**src/pkg/nmu_pkg.sv**
```systemverilog
// Constants, encodings and register map of the normalize and multiply unit.
// *****************************************************************************
// Overview of operation
// - Normalize shifts sum and extension left until sum bits 0 and 1 differ or the count reaches zero.
// - Signed normalize copies sum bit 0 into the link before shifting.
// - Each normalize shift: extension 0 to sum 17, sum 0 lost, link to extension 17.
// - Final shift count is the negated count field plus shifts done; setup OR and load ops read it.
// - Normalize start loads shift count with two's complement of instruction bits 12-17.
// - After a normalize, interrupts are held off for two cycles.
// - Every normalize shift increments the shift count by one.
// - Multiply takes multiplier from sum, multiplicand from next memory word.
// - Step count comes from bits 12-17; fewer steps scale the product.
// - Unsigned prep: sum to extension, clear sum, load count, fetch operand.
// - Multiply arithmetic is unsigned and ends when the count reaches zero.
// - Signed prep sets sign-differs when link and sum bit 0 differ, clears link.
// - Signed prep moves multiplier to extension, complemented if negative.
// - Signed result carries product sign in sum bits 0 and 1.
// - Signed result with sign-differs set complements the extension register.
// - Each step adds operand when multiplier low bit is one, then shifts right.
// - Each right shift loses the low bit and increments the count once.
// - Bits 9-11 select op: 001 multiply, 100 normalize; bits 12-17 count.
// - Instruction bit 4 copies sum bit 0 into the link; multiply ops ignore it.
// *****************************************************************************
package nmu_pkg;
    localparam int unsigned WORD_W = 18;
    localparam int unsigned CNT_W  = 6;
    // Register byte offsets.
    localparam logic [7:0] OFF_INSTR  = 8'h00;
    localparam logic [7:0] OFF_SUM    = 8'h04;
    localparam logic [7:0] OFF_EXT    = 8'h08;
    localparam logic [7:0] OFF_LINK   = 8'h0C;
    localparam logic [7:0] OFF_COUNT  = 8'h10;
    localparam logic [7:0] OFF_STATUS = 8'h14;
    localparam logic [7:0] OFF_OPND   = 8'h18;
    // Status field positions.
    localparam int unsigned ST_BUSY = 0;
    localparam int unsigned ST_SD   = 1;
    localparam int unsigned ST_HOLD = 2;
    // Operation codes in instruction bits 9-11 (vector bits 8:6).
    localparam logic [2:0] OP_SETUP = 3'h0;
    localparam logic [2:0] OP_MUL   = 3'h1;
    localparam logic [2:0] OP_LEFT_JUSTIFY_OP  = 3'h4;
    // Interrupt hold-off length after a normalize, in cycles.
    localparam logic [1:0] HOLD_CYCLES = 2'h2;
    // Reset values.
    localparam logic [17:0] RST_WORD = 18'h00000;
    localparam logic [5:0]  RST_CNT  = 6'h00;
    typedef enum logic [2:0] {
        NMU_IDLE  = 3'h0,
        NMU_PREP  = 3'h1,
        NMU_FETCH = 3'h3,
        NMU_STEP  = 3'h2,
        NMU_FIN   = 3'h6
    } nmu_state_t;
endpackage

```
**src/rtl/nmu_mul_step.sv**
```systemverilog
// One add-and-shift-right step of the unsigned multiply.
`timescale 1ns/10ps
module nmu_mul_step #(
    parameter int unsigned W = 18
) (
    input  wire logic [W-1:0] sum_i,
    input  wire logic [W-1:0] ext_i,
    input  wire logic [W-1:0] opnd_i,
    output logic      [W-1:0] sum_o,
    output logic      [W-1:0] ext_o
);
    logic [W:0] total;

    // Add the operand only when the multiplier low bit is one, then shift. The carry
    // re-enters at the top so no product bit is lost; the low bit falls off.
    always_comb begin
        total = {1'b0, sum_i} + {1'b0, (ext_i[0] ? opnd_i : {W{1'b0}})};
        sum_o = total[W:1];
        ext_o = {total[0], ext_i[W-1:1]};
    end
endmodule // nmu_mul_step

```
**src/rtl/nmu_unit.sv**
```systemverilog
// Normalize and multiply datapath with its classic Wishbone register slave.
//
// Local design decisions: the Wishbone register port and the register addresses.
`timescale 1ns/10ps
module nmu_unit (
    input  wire logic        core_clk_i,
    input  wire logic        rst_i,
    input  wire logic        wb_cyc_i,
    input  wire logic        wb_stb_i,
    input  wire logic        wb_we_i,
    input  wire logic [7:0]  wb_adr_i,
    input  wire logic [3:0]  wb_sel_i,
    input  wire logic [31:0] wb_dat_i,
    output logic      [31:0] wb_dat_o,
    output logic             wb_ack_o,
    output logic             mem_req_o,
    input  wire logic        mem_ack_i,
    input  wire logic [17:0] mem_data_i,
    output logic             busy_o,
    output logic             int_holdoff_o
);
    // *************************************************************************
    // State
    // *************************************************************************
    typedef struct packed {
        nmu_pkg::nmu_state_t fsm;
        logic [17:0] sum;
        logic [17:0] ext;
        logic        link;
        logic [5:0]  cnt;
        logic [17:0] opnd;
        logic [17:0] instr;
        logic        sd;
        logic        busy;
        logic [1:0]  hold_cnt;
        logic        hold;
        logic        ack;
        logic [31:0] rdata;
        logic        mem_req;
    } nmu_regs_t;

    nmu_regs_t st;
    nmu_regs_t next_st;

    logic [17:0] step_sum;
    logic [17:0] step_ext;
    logic [17:0] wmask;
    logic [2:0]  op;
    logic        is_signed_left_justify_op;
    logic        is_signed_mul;
    logic [5:0]  cnt_inc;
    logic        bus_req;

    // Instruction fields: document bit k sits at vector bit 17-k.
    assign op             = st.instr[8:6];
    assign is_signed_left_justify_op = st.instr[13];
    assign is_signed_mul  = st.instr[11];
    assign cnt_inc        = 6'(st.cnt + 6'h01);
    assign bus_req        = wb_cyc_i & wb_stb_i & ~st.ack;
    assign wmask          = {{2{wb_sel_i[2]}}, {8{wb_sel_i[1]}}, {8{wb_sel_i[0]}}};

    nmu_mul_step #(
        .W (18)
    ) u_nmu_mul_step (
        .sum_i  (st.sum),
        .ext_i  (st.ext),
        .opnd_i (st.opnd),
        .sum_o  (step_sum),
        .ext_o  (step_ext)
    );

    // *************************************************************************
    // Next-state logic
    // *************************************************************************
    // One process holds the bus slave and the sequencer so that every register
    // has exactly one assignment path; bus writes lose to a running operation.
    always_comb begin
        next_st         = st;
        next_st.ack     = bus_req;
        next_st.rdata   = 32'h00000000;

        // Hold-off counter runs down after a normalize ends.
        if (st.hold_cnt != 2'h0) begin
            next_st.hold_cnt = 2'(st.hold_cnt - 2'h1);
        end
        next_st.hold = (next_st.hold_cnt != 2'h0);

        // Register reads answer one cycle after the request.
        if (bus_req && !wb_we_i) begin
            case (wb_adr_i)
                nmu_pkg::OFF_INSTR:  next_st.rdata = {14'h0000, st.instr};
                nmu_pkg::OFF_SUM:    next_st.rdata = {14'h0000, st.sum};
                nmu_pkg::OFF_EXT:    next_st.rdata = {14'h0000, st.ext};
                nmu_pkg::OFF_LINK:   next_st.rdata = {31'h00000000, st.link};
                nmu_pkg::OFF_COUNT:  next_st.rdata = {26'h0000000, st.cnt};
                nmu_pkg::OFF_STATUS: next_st.rdata = {29'h00000000, st.hold, st.sd, st.busy};
                nmu_pkg::OFF_OPND:   next_st.rdata = {14'h0000, st.opnd};
                default:             next_st.rdata = 32'h00000000;
            endcase
        end

        // Register writes take effect only while idle.
        if (bus_req && wb_we_i && st.fsm == nmu_pkg::NMU_IDLE) begin
            case (wb_adr_i)
                nmu_pkg::OFF_INSTR: begin
                    next_st.instr = (st.instr & ~wmask) | (wb_dat_i[17:0] & wmask);
                    next_st.fsm   = nmu_pkg::NMU_PREP;
                    next_st.busy  = 1'b1;
                end
                nmu_pkg::OFF_SUM: begin
                    next_st.sum = (st.sum & ~wmask) | (wb_dat_i[17:0] & wmask);
                end
                nmu_pkg::OFF_EXT: begin
                    next_st.ext = (st.ext & ~wmask) | (wb_dat_i[17:0] & wmask);
                end
                nmu_pkg::OFF_LINK: begin
                    if (wb_sel_i[0]) begin
                        next_st.link = wb_dat_i[0];
                    end
                end
                default: begin
                    next_st.busy = st.busy;
                end
            endcase
        end

        case (st.fsm)
            nmu_pkg::NMU_IDLE: begin
                next_st.mem_req = 1'b0;
            end
            // Preparatory phase: decode and set up the registers.
            nmu_pkg::NMU_PREP: begin
                if (op == nmu_pkg::OP_LEFT_JUSTIFY_OP) begin
                    next_st.cnt = 6'(~st.instr[5:0] + 6'h01);
                    if (is_signed_left_justify_op) begin
                        next_st.link = st.sum[17];
                    end
                    next_st.fsm = nmu_pkg::NMU_STEP;
                end else if (op == nmu_pkg::OP_MUL) begin
                    // Software is trusted to have cleared the link here.
                    next_st.cnt = 6'(~st.instr[5:0] + 6'h01);
                    next_st.sum = nmu_pkg::RST_WORD;
                    next_st.ext = st.sum;
                    next_st.sd  = 1'b0;
                    if (is_signed_mul) begin
                        // Link carries the operand sign stored by software.
                        next_st.sd   = st.link ^ st.sum[17];
                        next_st.link = 1'b0;
                        if (st.sum[17]) begin
                            next_st.ext = ~st.sum;
                        end
                    end
                    next_st.mem_req = 1'b1;
                    next_st.fsm     = nmu_pkg::NMU_FETCH;
                end else begin
                    // Setup: clears first, then the OR transfers.
                    next_st.sum = st.instr[9] ? nmu_pkg::RST_WORD : st.sum;
                    next_st.ext = st.instr[12] ? nmu_pkg::RST_WORD : st.ext;
                    if (st.instr[13]) begin
                        next_st.link = st.sum[17];
                    end
                    if (st.instr[0]) begin
                        next_st.sum = next_st.sum | {12'h000, st.cnt};
                    end
                    if (st.instr[1]) begin
                        next_st.sum = next_st.sum | next_st.ext;
                    end
                    if (st.instr[2]) begin
                        next_st.ext = ~next_st.ext;
                    end
                    next_st.busy = 1'b0;
                    next_st.fsm  = nmu_pkg::NMU_IDLE;
                end
            end
            // Memory cycle: the request holds until the partner answers.
            nmu_pkg::NMU_FETCH: begin
                if (mem_ack_i) begin
                    next_st.opnd    = mem_data_i;
                    next_st.mem_req = 1'b0;
                    next_st.fsm     = nmu_pkg::NMU_STEP;
                end
            end
            nmu_pkg::NMU_STEP: begin
                if (op == nmu_pkg::OP_LEFT_JUSTIFY_OP) begin
                    if (st.sum[17] != st.sum[16]) begin
                        next_st.fsm = nmu_pkg::NMU_FIN;
                    end else begin
                        next_st.sum = {st.sum[16:0], st.ext[17]};
                        next_st.ext = {st.ext[16:0], st.link};
                        next_st.cnt = cnt_inc;
                        if (cnt_inc == 6'h00) begin
                            next_st.fsm = nmu_pkg::NMU_FIN;
                        end
                    end
                end else begin
                    next_st.sum = step_sum;
                    next_st.ext = step_ext;
                    next_st.cnt = cnt_inc;
                    if (cnt_inc == 6'h00) begin
                        next_st.fsm = nmu_pkg::NMU_FIN;
                    end
                end
            end
            // Completion: sign fix-up for signed multiply, hold-off for normalize.
            nmu_pkg::NMU_FIN: begin
                if (op == nmu_pkg::OP_LEFT_JUSTIFY_OP) begin
                    next_st.hold_cnt = nmu_pkg::HOLD_CYCLES;
                    next_st.hold     = 1'b1;
                end else if (is_signed_mul) begin
                    next_st.sum[17] = st.sd;
                    next_st.sum[16] = st.sd;
                    if (st.sd) begin
                        next_st.ext = ~st.ext;
                    end
                end
                next_st.busy = 1'b0;
                next_st.fsm  = nmu_pkg::NMU_IDLE;
            end
            default: begin
                next_st.busy = 1'b0;
                next_st.fsm  = nmu_pkg::NMU_IDLE;
            end
        endcase
    end

    // *************************************************************************
    // State register
    // *************************************************************************
    // Asynchronous reset loads constants only.
    always_ff @(posedge core_clk_i or posedge rst_i) begin
        if (rst_i) begin
            st          <= '0;
            st.fsm      <= nmu_pkg::NMU_IDLE;
            st.sum      <= nmu_pkg::RST_WORD;
            st.ext      <= nmu_pkg::RST_WORD;
            st.opnd     <= nmu_pkg::RST_WORD;
            st.instr    <= nmu_pkg::RST_WORD;
            st.cnt      <= nmu_pkg::RST_CNT;
        end else begin
            st <= next_st;
        end
    end

    assign wb_dat_o      = st.rdata;
    assign wb_ack_o      = st.ack;
    assign mem_req_o     = st.mem_req;
    assign busy_o        = st.busy;
    assign int_holdoff_o = st.hold;
endmodule // nmu_unit

```
**config.mk**
```make
export PLATFORM = sky130hd
export DESIGN_NAME = nmu_unit
export DESIGN_NICKNAME = d
export VERILOG_FILES = /design/src/pkg/nmu_pkg.sv /design/src/rtl/nmu_mul_step.sv /design/src/rtl/nmu_unit.sv
export SDC_FILE = /design/constraint.sdc
export NUM_CORES = 1
export LEC_CHECK = 0
export ABC_CLOCK_PERIOD_IN_PS = 2750
export BUFFER_PORTS_ARGS = -buffer_cell sky130_fd_sc_hd__buf_2
export CAP_MARGIN = 5
export CORE_MARGIN = 2
export CORE_UTILIZATION = 30
export CTS_BUF_LIST = sky130_fd_sc_hd__clkbuf_4
export DETAILED_ROUTE_END_ITERATION = 8
export HOLD_SLACK_MARGIN = 0.02
export SYNTH_ARGS = -nofsm -noshare
export SYNTH_HDL_FRONTEND = slang
export SYNTH_SLANG_ARGS = --single-unit
```
**constraint.sdc**
```tcl
create_clock -name core_clk_i -period 2.75 [get_ports core_clk_i]
set_input_delay 0.1375 -clock core_clk_i [delete_from_list [all_inputs] [get_ports core_clk_i]]
set_output_delay 0.1375 -clock core_clk_i [all_outputs]
set_load 0.01 [all_outputs]
```
==> impl_metrics.toml, run 1 <==
[status]
status = "complete, no violations"

[setup_path]
crit_chain = "buf_4 > and2_1 > ha_1 > o21a_1 > nor2_1 > or4_1 > o221ai_1 > a21o_1 > nand3_1"
cp_top_family = "simple AND/OR/NAND/NOR gates"
cpMaxStageDelayCell = "or4_1"
start_kind = "flop"
cp_max_fo = 23
crit_type = "reg2reg"
cp_slowest_stage_delay_ns = 0.43
end_kind = "flop"
worstPathArrival_ns = 2.99
crit_buf_inv = 1
crit_required_ns = 3.14

[power_and_ir_drop]
p_seq_share_pct = 58.7
p_total_uw = 2760
clkPwrFrac_pct = 28.5
combPwrFrac_pct = 12.8
switching_power_uw = 815
netSwitchingFraction_pct = 29.6
vdd_drop_max_uv = 222
power_density_nw_per_um2 = 280
p_int_uw = 1940
leakage_uw = 0.00445

[cts]
clock_path_buffers = 2
root_buffer = "clkbuf_4"
cts_tree = "yes"
clkTransAtPathRegs_ns = 0.17
cts_sinks = 107
htree_levels = 3
clock_latency_ns = 0.52
cts_made_buffers = 9

[sta]
clock_skew_ns = 0.0182
rsz0062_at_grt = "no"
slew-limit-headroom_pct = 45.4
finalMaxSlewViolations = 0
fin_crit_ns = 2.59
finalSetupViolations = 0
fin_crit_sh_pct = 94.2
tightestPinTransition_ns = 0.818
hold_violations = 0
setup_tns_ns = 0
max_freq_mhz = 386

[die]
die_width_um = 171
core_um2 = 27700
die_area_um2 = 29400
row_count = 61
initial_core_util_pct = 30.3
fp.dieH_um = 171
ios = 104

[logic_synthesis]
ys_seq_area_share_pct = 31.9
synth_edf_count = 0
syn_area_per_cell_um2 = 8.91
yosys_register_bits = 107
synth_area_leaders = "dfrtp_1, a22oi_1, a21oi_1"
netlist.area_leader.share_pct = 31.9
netlist_instances = 943
yosys.area_share.simple_pct = 17.5
synth_top_family_by_area = "compound AO/OA/AOI/OAI gates"
synth-adder-area-share_pct = 3.22
synth-main-ff-cell = "dfrtp_1"
synth_area_um2 = 8410
synth.distinct_cells = 80
synth-compound-area-share_pct = 25.0
ys.warnings.count = 0
netlist.top_cell.by_area = "dfrtp_1"
synth.area.mux_share_pct = 9.97
synthXorXnorAreaFrac_pct = 5.52
synthArstFlopShare_pct = 100

[grt]
grt_overflow = 0
grt.busiest_layer = "met2"
grt_max_degree = 55
grt_usage_pct = 21.0
antenna_found_initial = 1
met3_usage_pct = 3.68
grt_pass1_wl_um = 46900
use_met2_pct = 33.1
met1_usage_pct = 28.4
grt_pass1_vias = 7834

[placed_design]
gp_congestion = 0.981
numPortBuffers = 74
dp_cells = 1378
place_area_um2 = 9310
detailed_place_hpwl_um = 22700

[layout]
final_cell_mix = "dfrtp_1, buf_2, a21oi_1"
stdcell_count = 1435
fin_area_um2 = 9850
drive_above_1_share_pct = 21.2
fin_nets = 1140
utilization_pct = 35.5
syn_to_final_growth_pct = 17.1
mostFrequentLayoutCell = "dfrtp_1"

[drt]
vias = 8080
dr.pass1.iters = 9
drtIter0Drc = 834
drt_wl_total_um = 30500
vias_per_cell = 5.63
drc_errors = 0
wl_per_cell_um = 21.2
drtAntennaViolNets = 0

[hold_path]
hold_class = "in2reg"

[job]
maxCapViolCount = 0
## stage by stage
step,hold slack (ns),setup WS (ns)
3_5_place_dp,0.341,0.0673
5_1_grt,0.0800,0.0121
6_report,0.0924,0.158
3_3_place_gp,0.343,0.131
4_1_cts,0.0685,0.00167
2_1_floorplan,0.269,0.314
## logic make-up after synthesis
kind of cell / after synthesis
other: 1
adders and majority gates: 21
AOI/OAI and AO/OA: 311
buffers and inverters: 110
DFF: 107
xor gates and xnor gates: 53
and+or+nand+nor: 265
muxes: 75
## final timing paths
| check | slack, ns | depth (start not counted) | end | startpoint |
|---|---|---|---|---|
| min in group asynchronous | 0.30 | 3 | asynchronous set/reset pin | rst_i |
| hold reg to reg | 0.47 | 1 | st[35]$_DFF_PP0_ | st[35]$_DFF_PP0_ |
| setup / recovery | 0.16 | 9 | st[116]$_DFF_PP0_ | st[82]$_DFF_PP0_ |
| setup reg to reg | 0.16 | 9 | st[116]$_DFF_PP0_ | st[82]$_DFF_PP0_ |
| max in group asynchronous | 1.66 | 4 | asynchronous set/reset pin | rst_i |
| hold / removal | 0.09 | 3 | flop | wb_sel_i[2] |
## power by group through the flow
stage / Clock (uW) / Combinational, uW / Sequential (uW)
global route: 872 / 387 / 1620
floorplan: 0 / 191 / 1630
detailed placement: 0 / 306 / 1640
global placement: 0 / 306 / 1640
finish: 786 / 353 / 1620
CTS: 813 / 351 / 1620
## area by class of cell
class                           instances  area [um^2]
Fill cell                            2900        17900
Antenna cell                            1         2.50
Multi-Input combinational cell        739         5230
Inverter                               13         52.6
Clock buffer                           10         75.1
Tap cell                              378          473
Clock inverter                          6         41.3
Sequential cell                       107         2680
Timing Repair Buffer                  181         1300
## Yosys cell counts (7+ instances only)
| master | instances |
|---|---|
| buf_4 | 35 |
| xor2_1 | 19 |
| mux2_4 | 8 |
| nor3_1 | 15 |
| nor2_1 | 65 |
| dfrtp_1 | 107 |
| a22oi_1 | 54 |
| buf_2 | 15 |
| a21oi_1 | 71 |
| mux2_1 | 10 |
| and2_1 | 24 |
| mux2_2 | 28 |
| a222oi_1 | 9 |
| inv_1 | 12 |
| o211ai_1 | 16 |
| mux2i_1 | 29 |
| nand3_1 | 13 |
| o22ai_1 | 17 |
| nand2b_1 | 10 |
| or3_1 | 11 |
| a21o_1 | 11 |
| nand2_1 | 60 |
| nor2b_1 | 12 |
| o21ai_0 | 52 |
| ha_1 | 20 |
| xnor2_1 | 34 |
| clkbuf_1 | 41 |
| nand4_1 | 7 |
| a211oi_1 | 14 |
| o221ai_1 | 9 |
## tightest hold or removal path, delay by kind of cell
family	cells	cell delay [ns]
mux	1	0.16
simple gates	1	0.15
buf+inv	1	0.13
## layer usage
metal / share of wire [%] / vias to the layer above / wire (um)
met2: 46 / 339 / 14100
li1: - / 3692 / -
met1: 44 / 3989 / 13300
met5: 0 / - / 0
met3: 6.7 / 60 / 2050
met4: 3.5 / 0 / 1080
## repair_timing
| action | 4_1_cts | 5_1_grt |
|---|---|---|
| gates resized for setup | 0 | 5 |
| hold buffers | 40 | 0 |
| hold endpoints to repair | 75 | 0 |
| endpoints found under the setup margin | 0 | 5 |
| setup buffers | 0 | 0 |
Power figures use the tool's default switching activity.
==> run 2, diff against run 1 <==
- CORE_UTILIZATION: 30 -> 23
==> run 2 against run 1 <==
  * First-iteration DRC count increased by 1.2%
  * Highest routed layer unchanged
  * Utilization is 8.2 points lower
  * Clock skew grew 0.013 ns
  * Global-route usage shrank 4.6 points
  * Sequential power about the same
  * Maximum frequency hardly changed
  * Register-to-register slack barely moved
  * Critical path depth stayed put
==> impl_metrics.toml, run 2 (same netlist as run 1, synthesis figures left out) <==
[status]
status = "complete, no violations"

[sta]
fin_crit_ns = 2.59
finalMaxSlewViolations = 0
setup_tns_ns = 0
slew-limit-headroom_pct = 47.9
clock_skew_ns = 0.0314
max_freq_mhz = 386
fin_crit_sh_pct = 94.2
hold_violations = 0
rsz0062_at_grt = "no"
whs_ns = 0.0607
worst_slack_ns = 0.161
tightestPinTransition_ns = 0.782
finalSetupViolations = 0

[cts]
cts_tree = "yes"
cts_sinks = 107
clock_path_buffers = 2
cts_setup_buffers = 0
root_buffer = "clkbuf_4"
cts_made_buffers = 9
clkTransAtPathRegs_ns = 0.18
htree_levels = 3
clock_latency_ns = 0.56

[grt]
antenna_found_initial = 2
grt_usage_pct = 16.3
grt_pass1_wl_um = 48000
grt_overflow = 0
grt_pass1_vias = 7949
grt_max_degree = 59

[setup_path]
cp_max_fo = 23
start_kind = "flop"
crit_required_ns = 3.20
end_kind = "flop"
crit_type = "reg2reg"
worstPathArrival_ns = 3.04

[die]
row_count = 70
initial_core_util_pct = 23.2
fp.dieH_um = 195
core_um2 = 36300
ios = 104
die_area_um2 = 38100
die_width_um = 195

[drt]
drc_errors = 0
dr.pass1.iters = 6
vias_per_cell = 5.29
drtAntennaViolNets = 0
wl_per_cell_um = 20.6
drt_wl_total_um = 31200
vias = 8014
drtIter0Drc = 844

[layout]
fin_nets = 1129
final_cell_mix = "dfrtp_1, buf_2, a21oi_1"
syn_to_final_growth_pct = 17.8
mostFrequentLayoutCell = "dfrtp_1"
drive_above_1_share_pct = 20.6

[power_and_ir_drop]
power_density_nw_per_um2 = 289
vdd_drop_max_uv = 150
leakage_uw = 0.00440

[placed_design]
place_ws_ns = 0.0526
detailed_place_hpwl_um = 23100
numPortBuffers = 74
gp_congestion = 0.930

[hold_path]
hold_class = "in2reg"

[job]
maxCapViolCount = 0
run 2: final cells by class:
cell class | count | area [um^2]
flip-flops and latches | 107 | 2680
diodes | 3 | 7.51
clock inverters | 6 | 65.1
well taps | 468 | 586
multi-input cells | 739 | 5220
fillers | 3981 | 26400
clock buffers | 10 | 75.1
inverters | 13 | 52.6
repair buffers | 170 | 1220
run 2: where the power goes:
part | internal, uW | switching (uW)
registers | 1590 | 28.6
logic | 153 | 198
clock network | 288 | 600
total | 2030 | 827
run 2: layer usage:
layer / up-vias / wire, um / global-route usage (%)
met5: - / 0 / 0
met4: 0 / 1080 / 6.73
met3: 65 / 2090 / 2.71
met2: 347 / 14700 / 27.1
met1: 3924 / 13300 / 21.0
li1: 3678 / - / -
run 2: worst max-delay path, stage by stage (launching register included):
cell and delay [ns]:
dfrtp_1 0.41, buf_6 0.18, and2_1 0.15, ha_1 0.38
a21oi_2 0.25, o21ai_0 0.16, a221o_1 0.36, a211o_1 0.29
a41oi_1 0.17, o21ai_0 0.13
run 2: final timing paths:
check | startpoint | to | slack (ns) | cells after the start
max | st[82]$_DFF_PP0_ | st[117]$_DFF_PP0_ | 0.16 | 9
min | wb_sel_i[2] | flop | 0.06 | 3
min reg2reg | st[35]$_DFF_PP0_ | st[35]$_DFF_PP0_ | 0.45 | 1
max reg2reg | st[82]$_DFF_PP0_ | st[117]$_DFF_PP0_ | 0.16 | 9
min in group asynchronous | rst_i | st[95]$_DFF_PP0_ | 0.34 | 4
max in group asynchronous | rst_i | st[62]$_DFFE_PP0P_ | 1.83 | 4
run 2: what timing repair did:
action,4_1_cts,5_1_grt
hold buffers,40,0
hold endpoints to repair,161,0
setup endpoints to repair,0,4
gates resized for setup,0,5
run 2: stage by stage:
stage                     utilization, %  power, uW  cell area (um^2)  instances
after CTS                           27.2       2880              9880       1513
after detailed placement            25.7       1950              9340       1457
after global routing                27.3       2980              9900       1516
after floorplan                        -       1820              8460        956
final                               27.3       2860              9900       1516
after global placement              25.7       1940              9340       1457
